**src/tmr01_pkg.sv**
```systemverilog
// Purpose: constants and types for the timer 0/1 block
// Assumes: 8-bit special-register port, one system clock
// Notes:   offsets are the register addresses on the special-register port
package tmr01_pkg;
    // ----------------------------------------
    // register addresses
    // ----------------------------------------
    localparam logic [7:0] ADDR_RUN_FLAGS   = 8'h88;
    localparam logic [7:0] ADDR_MODE_SELECT = 8'h89;
    localparam logic [7:0] ADDR_T0_LOW      = 8'h8A;
    localparam logic [7:0] ADDR_T1_LOW      = 8'h8B;
    localparam logic [7:0] ADDR_T0_HIGH     = 8'h8C;
    localparam logic [7:0] ADDR_T1_HIGH     = 8'h8D;
    localparam logic [7:0] ADDR_CLK_SELECT  = 8'h8E;
    localparam logic [7:0] ADDR_IRQ_CONFIG  = 8'hE4;
    localparam logic [7:0] REG_RESET        = 8'h00;

    // ----------------------------------------
    // field positions
    // ----------------------------------------
    localparam int RUN_TF1 = 7;
    localparam int RUN_TR1 = 6;
    localparam int RUN_TF0 = 5;
    localparam int RUN_TR0 = 4;
    localparam int CK_T1M  = 3;
    localparam int CK_T0M  = 2;
    localparam int CFG_EXT_IRQ1_POLARITY = 7;
    localparam int CFG_EXT_IRQ0_POLARITY = 3;

    // ----------------------------------------
    // prescale codes and divisors
    // ----------------------------------------
    localparam logic [1:0] PRE_DIV12 = 2'h0;
    localparam logic [1:0] PRE_DIV4  = 2'h1;
    localparam logic [1:0] PRE_DIV48 = 2'h2;
    localparam logic [1:0] PRE_EXT8  = 2'h3;
    localparam int DIV12 = 12;
    localparam int DIV4  = 4;
    localparam int DIV48 = 48;
    localparam int EXT_DIV = 8;

    // ----------------------------------------
    // timer modes and count limits
    // ----------------------------------------
    localparam logic [1:0] MODE_13BIT = 2'h0;
    localparam logic [1:0] MODE_16BIT = 2'h1;
    localparam logic [1:0] MODE_RELOAD = 2'h2;
    localparam logic [1:0] MODE_SPLIT = 2'h3;
    localparam logic [4:0] LOW5_MAX = 5'h1F;
    localparam logic [7:0] BYTE_MAX = 8'hFF;

    typedef struct packed {
        logic       gate;
        logic       counter_sel;
        logic [1:0] mode;
    } tmr01_mode_t;

    typedef struct packed {
        logic       wr;
        logic       rd;
        logic [7:0] addr;
        logic [7:0] wdata;
    } tmr01_sfr_t;
endpackage

```
**src/tmr01_timer.sv**
```systemverilog
// Purpose: timer 0 and timer 1 with clock control register
// Assumes: special-register port as in the core, one-cycle wr and rd
// Notes:   event and gate pins pass two flip-flops before use
`timescale 1ns/1ps
module tmr01_timer
    import tmr01_pkg::*;
(
    input  wire logic       clk,
    input  wire logic       rstn,
    input  tmr01_pkg::tmr01_sfr_t sfr,
    input  wire logic       tmr0_event_pin,
    input  wire logic       tmr1_event_pin,
    input  wire logic       ext_irq0_input,
    input  wire logic       ext_irq1_input,
    input  wire logic       ext_osc_clk,
    input  wire logic       tmr0_irq_enable,
    input  wire logic       tmr1_irq_enable,
    input  wire logic       tmr0_vector_ack,
    input  wire logic       tmr1_vector_ack,
    output logic [7:0]      rdata,
    output logic            tmr0_irq,
    output logic            tmr1_irq,
    output logic            tmr1_overflow_pulse,
    output logic            timer2_low_clk_sel,
    output logic            timer2_high_clk_sel,
    output logic            timer3_low_clk_sel,
    output logic            timer3_high_clk_sel
);
    import tmr01_pkg::*;

    // ----------------------------------------
    // reset release and pin synchronisers
    // ----------------------------------------
    logic [1:0] rst_sync;
    logic       rst_n;
    logic [4:0] pin_meta;
    logic [4:0] pin_sync;
    logic [1:0] evt_prev;

    always_ff @(posedge clk or negedge rstn) begin
        if (!rstn) begin
            rst_sync <= 2'h0;
        end else begin
            rst_sync <= {rst_sync[0], 1'b1};
        end
    end
    assign rst_n = rst_sync[1];

    always_ff @(posedge clk or negedge rst_n) begin
        if (!rst_n) begin
            pin_meta <= 5'h1F;
            pin_sync <= 5'h1F;
            evt_prev <= 2'h3;
        end else begin
            pin_meta <= {ext_osc_clk, ext_irq1_input, ext_irq0_input, tmr1_event_pin, tmr0_event_pin};
            pin_sync <= pin_meta;
            evt_prev <= pin_sync[1:0];
        end
    end

    // ----------------------------------------
    // registers
    // ----------------------------------------
    logic [7:0]  timer_clock_select;
    logic [7:0]  timer_mode_select;
    logic [7:0]  ext_irq_config;
    logic        tmr0_run;
    logic        tmr1_run;
    logic        tmr0_overflow_flag;
    logic        tmr1_overflow_flag;
    logic [7:0]  tmr0_low_byte;
    logic [7:0]  tmr0_high_byte;
    logic [7:0]  tmr1_low_byte;
    logic [7:0]  tmr1_high_byte;
    tmr01_mode_t mode0;
    tmr01_mode_t mode1;

    assign mode0 = timer_mode_select[3:0];
    assign mode1 = timer_mode_select[7:4];

    wire wr_run   = sfr.wr && (sfr.addr == ADDR_RUN_FLAGS);
    wire wr_mode  = sfr.wr && (sfr.addr == ADDR_MODE_SELECT);
    wire wr_t0l   = sfr.wr && (sfr.addr == ADDR_T0_LOW);
    wire wr_t1l   = sfr.wr && (sfr.addr == ADDR_T1_LOW);
    wire wr_t0h   = sfr.wr && (sfr.addr == ADDR_T0_HIGH);
    wire wr_t1h   = sfr.wr && (sfr.addr == ADDR_T1_HIGH);
    wire wr_ck    = sfr.wr && (sfr.addr == ADDR_CLK_SELECT);
    wire wr_cfg   = sfr.wr && (sfr.addr == ADDR_IRQ_CONFIG);

    // ----------------------------------------
    // tick sources
    // ----------------------------------------
    logic pre_tick;

    tmr01_prescaler u_pre (
        .clk      (clk),
        .rst_n    (rst_n),
        .code     (timer_clock_select[1:0]),
        .ext_sync (pin_sync[4]),
        .tick     (pre_tick)
    );

    wire t0_fall = evt_prev[0] & ~pin_sync[0];
    wire t1_fall = evt_prev[1] & ~pin_sync[1];
    wire tmr0_gate_enable_act = ~(pin_sync[2] ^ ext_irq_config[CFG_EXT_IRQ0_POLARITY]);
    wire tmr1_gate_enable_act = ~(pin_sync[3] ^ ext_irq_config[CFG_EXT_IRQ1_POLARITY]);
    wire t0_split = (mode0.mode == MODE_SPLIT);

    // internal clocks: the system clock is a tick every cycle
    wire t0_int = timer_clock_select[CK_T0M] ? 1'b1 : pre_tick;
    wire t1_int = timer_clock_select[CK_T1M] ? 1'b1 : pre_tick;

    wire t0_src = mode0.counter_sel ? t0_fall : t0_int;
    wire t1_src = (mode1.counter_sel && !t0_split) ? t1_fall : t1_int;

    wire t0_en = tmr0_run && (!mode0.gate || tmr0_gate_enable_act);
    wire t1_en_norm = tmr1_run && (!mode1.gate || tmr1_gate_enable_act);
    // in split mode timer 1 run bit belongs to the high byte of timer 0
    wire t1_en = t0_split ? (mode1.mode != MODE_SPLIT) : (t1_en_norm && mode1.mode != MODE_SPLIT);
    wire th0_en = t0_split && tmr1_run;

    wire t0_inc = t0_en && t0_src;
    wire t1_inc = t1_en && t1_src;
    wire th0_inc = th0_en && t0_int;

    // ----------------------------------------
    // count step, shared by both timers
    // ----------------------------------------
    function automatic logic [16:0] step(input logic [1:0] mode, input logic [7:0] lo, input logic [7:0] hi);
        logic [16:0] r;
        r = {1'b0, hi, lo};
        if (mode == MODE_13BIT) begin
            if (lo[4:0] == LOW5_MAX) begin
                r = {(hi == BYTE_MAX), hi + 8'h01, lo[7:5], 5'h00};
            end else begin
                r = {1'b0, hi, lo + 8'h01};
            end
        end else if (mode == MODE_16BIT) begin
            r = {1'b0, hi, lo} + 17'h00001;
        end else begin
            if (lo == BYTE_MAX) begin
                r = {1'b1, hi, hi};
            end else begin
                r = {1'b0, hi, lo + 8'h01};
            end
        end
        return r;
    endfunction

    wire [1:0]  t0_step_mode = t0_split ? MODE_RELOAD : mode0.mode;
    wire [16:0] t0_next = step(t0_step_mode, tmr0_low_byte, t0_split ? 8'h00 : tmr0_high_byte);
    wire [16:0] t1_next = step(mode1.mode, tmr1_low_byte, tmr1_high_byte);
    // split low byte wraps to zero, not to the high byte
    wire [7:0]  t0_low_next = t0_split ? tmr0_low_byte + 8'h01 : t0_next[7:0];
    wire        t0_ovf = t0_inc && t0_next[16];
    wire        th0_ovf = th0_inc && (tmr0_high_byte == BYTE_MAX);
    wire        t1_ovf = t1_inc && t1_next[16];

    // ----------------------------------------
    // count and control state
    // ----------------------------------------
    always_ff @(posedge clk or negedge rst_n) begin
        if (!rst_n) begin
            tmr0_low_byte  <= REG_RESET;
            tmr0_high_byte <= REG_RESET;
            tmr1_low_byte  <= REG_RESET;
            tmr1_high_byte <= REG_RESET;
        end else begin
            // a software write wins over a count in the same cycle
            if (wr_t0l) begin
                tmr0_low_byte <= sfr.wdata;
            end else if (t0_inc) begin
                tmr0_low_byte <= t0_low_next;
            end
            if (wr_t0h) begin
                tmr0_high_byte <= sfr.wdata;
            end else if (th0_inc) begin
                tmr0_high_byte <= tmr0_high_byte + 8'h01;
            end else if (t0_inc && !t0_split) begin
                tmr0_high_byte <= t0_next[15:8];
            end
            if (wr_t1l) begin
                tmr1_low_byte <= sfr.wdata;
            end else if (t1_inc) begin
                tmr1_low_byte <= t1_next[7:0];
            end
            if (wr_t1h) begin
                tmr1_high_byte <= sfr.wdata;
            end else if (t1_inc) begin
                tmr1_high_byte <= t1_next[15:8];
            end
        end
    end

    wire set_tf0 = t0_ovf;
    wire set_tf1 = t0_split ? th0_ovf : t1_ovf;

    always_ff @(posedge clk or negedge rst_n) begin
        if (!rst_n) begin
            tmr0_run           <= 1'b0;
            tmr1_run           <= 1'b0;
            tmr0_overflow_flag <= 1'b0;
            tmr1_overflow_flag <= 1'b0;
        end else begin
            // run bits only gate counting, the count is left alone
            if (wr_run) begin
                tmr0_run <= sfr.wdata[RUN_TR0];
                tmr1_run <= sfr.wdata[RUN_TR1];
            end
            // hardware set wins over a clear in the same cycle
            if (set_tf0) begin
                tmr0_overflow_flag <= 1'b1;
            end else if (tmr0_vector_ack) begin
                tmr0_overflow_flag <= 1'b0;
            end else if (wr_run) begin
                tmr0_overflow_flag <= sfr.wdata[RUN_TF0];
            end
            if (set_tf1) begin
                tmr1_overflow_flag <= 1'b1;
            end else if (tmr1_vector_ack) begin
                tmr1_overflow_flag <= 1'b0;
            end else if (wr_run) begin
                tmr1_overflow_flag <= sfr.wdata[RUN_TF1];
            end
        end
    end

    always_ff @(posedge clk or negedge rst_n) begin
        if (!rst_n) begin
            timer_clock_select <= REG_RESET;
            timer_mode_select  <= REG_RESET;
            ext_irq_config     <= REG_RESET;
        end else begin
            if (wr_ck) begin
                timer_clock_select <= sfr.wdata;
            end
            if (wr_mode) begin
                timer_mode_select <= sfr.wdata;
            end
            if (wr_cfg) begin
                ext_irq_config <= sfr.wdata;
            end
        end
    end

    // ----------------------------------------
    // read data and outputs
    // ----------------------------------------
    logic [7:0] next_rdata;
    wire [7:0] run_view = {tmr1_overflow_flag, tmr1_run, tmr0_overflow_flag, tmr0_run, 4'h0};

    assign next_rdata = (sfr.addr == ADDR_RUN_FLAGS)   ? run_view :
                        (sfr.addr == ADDR_MODE_SELECT) ? timer_mode_select :
                        (sfr.addr == ADDR_T0_LOW)      ? tmr0_low_byte :
                        (sfr.addr == ADDR_T1_LOW)      ? tmr1_low_byte :
                        (sfr.addr == ADDR_T0_HIGH)     ? tmr0_high_byte :
                        (sfr.addr == ADDR_T1_HIGH)     ? tmr1_high_byte :
                        (sfr.addr == ADDR_CLK_SELECT)  ? timer_clock_select :
                        (sfr.addr == ADDR_IRQ_CONFIG)  ? ext_irq_config : 8'h00;

    always_ff @(posedge clk or negedge rst_n) begin
        if (!rst_n) begin
            rdata               <= 8'h00;
            tmr0_irq            <= 1'b0;
            tmr1_irq            <= 1'b0;
            tmr1_overflow_pulse <= 1'b0;
            timer2_low_clk_sel  <= 1'b0;
            timer2_high_clk_sel <= 1'b0;
            timer3_low_clk_sel  <= 1'b0;
            timer3_high_clk_sel <= 1'b0;
        end else begin
            rdata               <= sfr.rd ? next_rdata : 8'h00;
            tmr0_irq            <= tmr0_overflow_flag && tmr0_irq_enable;
            tmr1_irq            <= tmr1_overflow_flag && tmr1_irq_enable;
            tmr1_overflow_pulse <= t1_ovf;
            timer2_low_clk_sel  <= timer_clock_select[4];
            timer2_high_clk_sel <= timer_clock_select[5];
            timer3_low_clk_sel  <= timer_clock_select[6];
            timer3_high_clk_sel <= timer_clock_select[7];
        end
    end
endmodule

```
**src/tmr01_prescaler.sv**
```systemverilog
// Purpose: shared prescaled tick for timers 0 and 1
// Assumes: ext_osc_clk already synchronised to clk by the caller
// Notes:   emits a one-cycle tick, never a derived clock
`timescale 1ns/1ps
module tmr01_prescaler
    import tmr01_pkg::*;
(
    input  wire logic       clk,
    input  wire logic       rst_n,
    input  wire logic [1:0] code,
    input  wire logic       ext_sync,
    output logic            tick
);
    logic [5:0] div_count;
    logic [2:0] ext_count;
    logic       ext_prev;
    logic [5:0] limit;
    logic       ext_fall;
    logic       ext_tick;

    assign limit = (code == PRE_DIV4)  ? 6'(DIV4 - 1) :
                   (code == PRE_DIV48) ? 6'(DIV48 - 1) : 6'(DIV12 - 1);
    assign ext_fall = ext_prev & ~ext_sync;
    assign ext_tick = ext_fall && (ext_count == 3'(EXT_DIV - 1));

    always_ff @(posedge clk or negedge rst_n) begin
        if (!rst_n) begin
            div_count <= 6'h00;
            ext_count <= 3'h0;
            ext_prev  <= 1'b0;
            tick      <= 1'b0;
        end else begin
            ext_prev  <= ext_sync;
            div_count <= (div_count >= limit) ? 6'h00 : div_count + 6'h01;
            if (ext_fall) begin
                ext_count <= ext_count + 3'h1;
            end
            tick <= (code == PRE_EXT8) ? ext_tick : (div_count >= limit);
        end
    end
endmodule

```
**config.mk**
```make
export PLATFORM = sky130hd
export DESIGN_NAME = tmr01_timer
export DESIGN_NICKNAME = d
export VERILOG_FILES = /design/src/tmr01_pkg.sv /design/src/tmr01_timer.sv /design/src/tmr01_prescaler.sv
export SDC_FILE = /design/constraint.sdc
export NUM_CORES = 1
export LEC_CHECK = 0
export ABC_AREA = 1
export BUFFER_PORTS_ARGS = -buffer_cell sky130_fd_sc_hd__buf_4
export CORE_MARGIN = 8
export CORE_UTILIZATION = 50
export CTS_CLUSTER_DIAMETER = 40
export CTS_CLUSTER_SIZE = 30
export DETAILED_ROUTE_END_ITERATION = 10
export PLACE_DENSITY = 0.68
export SYNTH_ARGS = -nofsm -noshare
export SYNTH_HDL_FRONTEND = slang
export SYNTH_SLANG_ARGS = --single-unit
```
**constraint.sdc**
```tcl
create_clock -name clk -period 8.48 [get_ports clk]
set_input_delay 0.848 -clock clk [delete_from_list [all_inputs] [get_ports clk]]
set_output_delay 0.848 -clock clk [all_outputs]
set_load 0.005 [all_outputs]
```
Word level (Yosys, flattened, before mapping)
Index checks and enable logic that the tools add are counted.

Bitwise gates (word level): 10. Equal/unequal tests: 26. Shift operators: 0. Div/mod/pow operators: 0. Reductions and logical operators: 40. Add/sub/neg operators: 9. Order comparisons: 1. Multipliers: 0. Multiplexer cells: 45.

Operators with widths (count): 2-to-1 mux 8 bit (20); 2-to-1 mux 17 bit (8); == test 8 bit, second input constant (13); adder 8 x 1 -> 8 bit, second input constant (5); adder 16 x 1 -> 17 bit, second input constant (2); logical AND 1 bit (23); 2-to-1 mux 6 bit (3); 2-to-1 mux 1 bit (13); nonzero test 3 bit (4); == test 5 bit, second input constant (2); adder 6 x 1 -> 6 bit, second input constant (1); == test 2 x 1 -> 1 bit, second input constant (3); == test 2 bit, second input constant (3); >= comparator 6 bit (1); nonzero test 2 bit (3); inverter 1 bit (5); zero test 2 bit (2); inequality test 4 bit, second input constant (1); AND reduction 2 bit (2); adder 3 x 1 -> 3 bit, second input constant (1); bitwise AND 1 bit (3); == test 3 bit, second input constant (1); zero test 1 bit (3); inequality test 3 x 2 -> 1 bit, second input constant (1); 6 further kinds (8).

Register bits after elaboration: 100. ROM bits: 0. Output and inout port bits: 15. Memory bits (writable): 0. Memories: 0. Latch bits: 0.

Longest topological paths before layout
Word-level depth: 10. Depth in mapped cells: 13. Depth with buffers taken out: 13.

Cells and area by module
Synthesis repeated with hierarchy kept, for this count alone.

Cells, all modules: 898. Area total of the unflattened synthesis: 6429.9 sq um.

By module, submodules not included: tmr01_timer (area each 5835.6 sq um, sequential area each 2242.2 sq um, instances 1, cells each 829); tmr01_prescaler (area each 594.3 sq um, sequential area each 275.3 sq um, instances 1, cells each 69).

Least setup slack after synthesis
No wires, ideal clock.

Path type: in2reg. Start: input sfr[13] (netlist bit). End: register timer_clock_select[4]. Path slack: 6.515 ns. Library setup time: 0.127 ns. Data arrival time: 1.837 ns. Stages: 10. Cells stage by stage: nor2_1 -> nand3_2 -> clkinv_2 -> buf_6 -> nand2_2 -> nor2_4 -> nand2_2 -> buf_6 -> nand2_1 -> o21ai_0.

Word-level cells in the longest chain between the ends: 2.

RTL lines: start, declared (RTL line tmr01_timer.sv:10) `input tmr01_pkg::tmr01_sfr_t sfr,`; == test 8 bit (RTL line tmr01_timer.sv:87) `wire wr_ck = sfr.wr && (sfr.addr == ADDR_CLK_SELECT);`; logical AND 1 bit (RTL line tmr01_timer.sv:87); end signal, assigned (RTL line tmr01_timer.sv:235) `timer_clock_select <= sfr.wdata;`; end, declared (RTL line tmr01_timer.sv:64) `logic [7:0] timer_clock_select;`.

Every way passes these cells. A chain may end at the register's enable or synchronous reset.

Worst setup path in the final report
Start: register timer_mode_select[1]. End: register tmr0_high_byte[6].

Word-level cells in the longest chain between the ends: 8. Elaborated cells between the ends (all ways): 19. Classes of those cells: add/sub: 2; eq/ne: 2; mux: 9; reduce/logical: 6.

RTL lines: start, declared (RTL line tmr01_timer.sv:65) `logic [7:0] timer_mode_select;`; start signal, assigned (RTL line tmr01_timer.sv:238) `timer_mode_select <= sfr.wdata;`; == test 2 bit (RTL line tmr01_timer.sv:107) `wire t0_split = (mode0.mode == MODE_SPLIT);`; 2-to-1 mux 8 bit or 2-to-1 mux 2 bit (tied branches) (RTL line tmr01_timer.sv:151, tmr01_timer.sv:150); adder 16 x 1 -> 17 bit, or another cell as far along (RTL line tmr01_timer.sv:139) `r = {1'b0, hi, lo} + 17'h00001;`; 2-to-1 mux 17 bit, on equally long branches (RTL line tmr01_timer.sv:138, tmr01_timer.sv:133); 2-to-1 mux 17 bit (RTL line tmr01_timer.sv:132) `if (mode == MODE_13BIT) begin`; 2-to-1 mux 8 bit (RTL line tmr01_timer.sv:179) `end else if (t0_inc && !t0_split) begin`; 2-to-1 mux 8 bit (RTL line tmr01_timer.sv:177) `end else if (th0_inc) begin`; 2-to-1 mux 8 bit (RTL line tmr01_timer.sv:175) `if (wr_t0h) begin`; end signal, assigned (RTL line tmr01_timer.sv:176) `tmr0_high_byte <= sfr.wdata;`; end signal, assigned (RTL line tmr01_timer.sv:178) `tmr0_high_byte <= tmr0_high_byte + 8'h01;`; end signal, assigned (RTL line tmr01_timer.sv:180) `tmr0_high_byte <= t0_next[15:8];`; end, declared (RTL line tmr01_timer.sv:72) `logic [7:0] tmr0_high_byte;`.

Parallel ways exist; a longest one is shown, timed or not. The select of a mux whose other input is x is not followed.

==> impl_summary.txt <==
----------------------------------------------------
[Place]
  Placed wire-length estimate ... 13700 um
  Final Wtd Congestion ... 0.987
  Placed cell count ... 1006
  PortBufs ... 43

[Clock network]
  TritonCTS clock tree ... built
  Buffers from clock root to sink, at most ... 2
  TritonCTS Buffers ... 9
  CTS sink cnt ... 100
  Number of buffers inserted to repair setup after CTS ... 0
  # H-tree levels ... 3
  Post-cts repair resize count ... 0
  Hold bufs inserted after CTS ... 0
  Clock insertion delay at the later pin of the skew report ... 0.35 ns
  Clock transition at the registers of the reported paths ... 0.07 ns
  Clk root buf ... clkbuf_16

[Synth]
  Xor and xnor area share after synthesis ... 2.86%
  Synthesized netlist cell count ... 828
  Synth Area per Inst ... 7.40 sq um
  Share of cell area taken by muxes after synthesis ... 0.163%
  Fraction of the mapped netlist area in adder cells ... 2.66%
  Count of different cell masters after synthesis ... 51
  Post-synth EDFFs ... 0
  Post-Synthesis Cell Area ... 0.00612 sq mm
  Predominant post-synthesis flop cell ... dfrtp_1
  Synthesized flop and latch total ... 100
  Largest family of logic cells by synthesized area ... simple AND/OR/NAND/NOR gates
  Synthesized-area fraction occupied by ao, oa, aoi and oai cells ... 13.2%
  Async set-or-reset flop fraction in the synthesized netlist ... 100%
  Nets in the synthesized netlist ... 870
  Synth Warn # ... 0
  Proportion of synthesized chip area in sequential cells ... 41.1%
  Synthesized-area fraction occupied by and/or/nand/nor cells ... 32.0%

[Critical path]
  Sum of buffers and inverters on the critical path ... 1
  Ordered list of cells on the worst path ... nand2_1, clkinv_1, nor2_1, ha_1, nand3_1, nor2_1, nand2_1, xor2_1, nand3_1, nand2_1, nand2_1
  Most frequent CP cell ... nand2_1
  Biggest cell delay along the critical path ... 0.44 ns
  CP delay by family, top ... simple AND/OR/NAND/NOR gates
  Arrival @ worst endpoint ... 2.83 ns
  Kind of critical path ... reg2reg
  Cell at the slowest stage of the critical path ... dfrtp_1
  Worst Path Required ... 8.73 ns
  Startpoint types ... register
  Sort of element at the end of the critical path ... register
  Maximum fanout count along the critical path ... 11

[Routing]
  Total routed wirelength ... 18100 um
  DRC Markers ... 0
  Iteration count of the initial detailed-routing pass ... 5
  Number of vias per cell after detailed routing ... 5.65
  Overall via count from detail_route ... 5777
  Average wire per standard cell ... 17.7 um
  Antenna Nets Post-Route ... 0
  Count of routing violations after the opening detailed-route iteration ... 584

[STA]
  Setup Viol. Count Final ... 0
  Unrepaired setup endpoints after global routing ... false
  Count of endpoints failing hold in the final timing report ... 0
  Peak clock frequency supported by timing ... 387 MHz
  Slew Limit Fails ... 0
  Setup clock skew after layout ... 0.00861 ns
  Tmin final ... 2.58 ns
  Final worst-path cycle share ... 30.5%
  Final total negative setup slack ... 0 ns
  Remaining max-slew budget at the tightest pin ... 56.9%
  Slew at the pin closest to its max-slew limit ... 0.646 ns

[Die]
  Total Die Area ... 0.0160 sq mm
  Chip Width ... 127 um
  FP Rows ... 40
  Starting Density ... 51.2%
  Die extent in y ... 127 um
  Top Ports ... 44
  Std-Cell Core Area ... 0.0120 sq mm

[Cells and area]
  Synth-to-Final Area Change ... 11.9%
  Net count of the finished layout ... 912
  Layout cell share with drive strength beyond 1 ... 13.5%
  Non-filler cells in the finished layout ... 1022
  Antenna fix cells ... 0
  Count of fill cells added during filler insertion ... 1114

[Global routing]
  Vias in the first global route ... 5466
  Antenna violations before repair ... 0
  Largest net degree at the start of global routing ... 51
  Gr usage total ... 22.9%
  Wire length of the first global-routing pass ... 29100 um
  Remaining global-route overflow ... 0

[Flow run]
  Max-capacitance violation count ... 0

[Worst hold path]
  Path type of the worst min-delay path ... in2async

[Outcome]
  Run status ... completed

[Power and ir drop]
  PD cells ... 199 mW/mm^2
  Leak Pwr ... 0.00348 uW
  IR Drop Worst-Case VDD ... 129 uV
  Power after layout ... 1360 uW

----------------------------------------------------
## synth_stat cells, types with 2 or more instances
cell type / number / share of area, %
o21ai_1: 15 / 1.2
inv_2: 7 / 0.43
inv_1: 96 / 5.9
nor2_4: 4 / 0.74
or2_2: 2 / 0.20
a21oi_1: 28 / 2.3
dfrtp_1: 88 / 36
nand4_1: 14 / 1.4
nand3_1: 66 / 5.4
a21o_1: 2 / 0.25
o21ai_0: 57 / 4.7
o21ai_2: 3 / 0.43
dfstp_2: 12 / 5.1
buf_2: 2 / 0.16
xor2_1: 18 / 2.6
nor3_1: 2 / 0.16
nand3_2: 3 / 0.49
a31oi_1: 2 / 0.20
o22ai_1: 3 / 0.31
ha_1: 13 / 2.7
nand3_4: 2 / 0.57
nor3b_1: 2 / 0.25
o221ai_1: 3 / 0.43
clkbuf_2: 2 / 0.16
nand2_1: 236 / 14
o211ai_1: 17 / 2.1
nor2_2: 3 / 0.31
buf_6: 5 / 0.92
nor2_1: 83 / 5.1
nand2_2: 10 / 1.0
nor3_4: 2 / 0.53
xnor2_1: 2 / 0.29
a22oi_1: 2 / 0.25
nor3_2: 3 / 0.49
clkbuf_1: 3 / 0.18
## final cells by class
class	instances	area [sq um]	area share, %
clock buffers	9	225	3.29
clock inverters	7	82.6	1.20
inverters	105	395	5.77
multi-input cells	610	3120	45.5
flip-flops and latches	100	2520	36.8
well taps	147	184	2.68
repair buffers	44	330	4.82
## worst paths after layout
path | startpoint | to | slack, ns | cells after the start
setup / recovery | timer_mode_select[1] | tmr0_high_byte[6] | 5.90 | 11
hold / removal | rstn | rst_sync[0] | 0.26 | 1
setup reg to reg | timer_mode_select[1] | tmr0_high_byte[6] | 5.90 | 11
max in group asynchronous | rst_sync[1] | tmr1_high_byte[3] | 7.04 | 1
hold reg to reg | rst_sync[1] | u_pre.ext_prev | 0.35 | 0
min in group clk | rst_sync[0] | rst_sync[1] | 0.35 | 0
## kinds of logic after synthesis
group | Yosys count
AOI/OAI and AO/OA | 139
buffers and inverters | 118
xor gates and xnor gates | 20
and+or+nand+nor | 436
muxes | 1
DFF | 100
other | 1
adders and majority gates | 13
## metrics by stage
| step | setup slack [ns] | utilization [%] | hold slack (ns) | cell area, sq um |
|---|---|---|---|---|
| 6_report | 5.90 | 57.3 | 0.263 | 6860 |
| 5_1_grt | 5.68 | 57.3 | 0.251 | 6860 |
| 4_1_cts | 5.98 | 57.3 | 0.249 | 6860 |
| 3_5_place_dp | 5.84 | 54.7 | 0.342 | 6550 |
| 3_3_place_gp | 5.88 | 54.7 | 0.336 | 6550 |
| 2_1_floorplan | 5.51 | - | 0.331 | 6120 |
## layer usage
metal	routed length, um	GRT usage (%)
met5	0	0
met2	8610	37.0
met4	546	10.4
met3	1100	3.73
met1	7800	29.7
## layout by cell type, fill, tap and decap left out, types with 3 or more instances in the layout
master / Yosys / routed
inv_1: 96 / 96
buf_4: 1 / 44
nor3_2: 3 / 3
o221ai_1: 3 / 3
nor2_4: 4 / 4
clkbuf_16: 0 / 9
nand3_1: 66 / 66
a21oi_1: 28 / 28
o21ai_2: 3 / 3
inv_2: 7 / 7
nor2_1: 83 / 83
nand2_1: 236 / 236
o21ai_0: 57 / 57
xor2_1: 18 / 18
o22ai_1: 3 / 3
nor2_2: 3 / 3
o21ai_1: 15 / 15
nand3_2: 3 / 3
nand4_1: 14 / 14
nand2_2: 10 / 10
ha_1: 13 / 13
dfrtp_1: 88 / 87
dfstp_2: 12 / 12
o211ai_1: 17 / 17
## power breakdown
| part | switching [uW] | total (uW) | internal, uW |
|---|---|---|---|
| Sequential | 81.4 | 622 | 540 |
| Clock | 196 | 430 | 234 |
| Combinational | 192 | 311 | 119 |
| Total | 470 | 1360 | 894 |
## registers in the layout (all words and copies together), names as in the netlist, 2 cells and up
signal              count
evt_prev                2
ext_irq_config          8
u_pre.div_count         6
rdata                   8
tmr0_low_byte           8
tmr1_high_byte          8
pin_sync                5
tmr0_high_byte          8
pin_meta                5
rst_sync                2
timer_mode_select       8
tmr1_low_byte           8
timer_clock_select      8
u_pre.ext_count         3
Note: power is estimated with default switching activity, not from simulation.
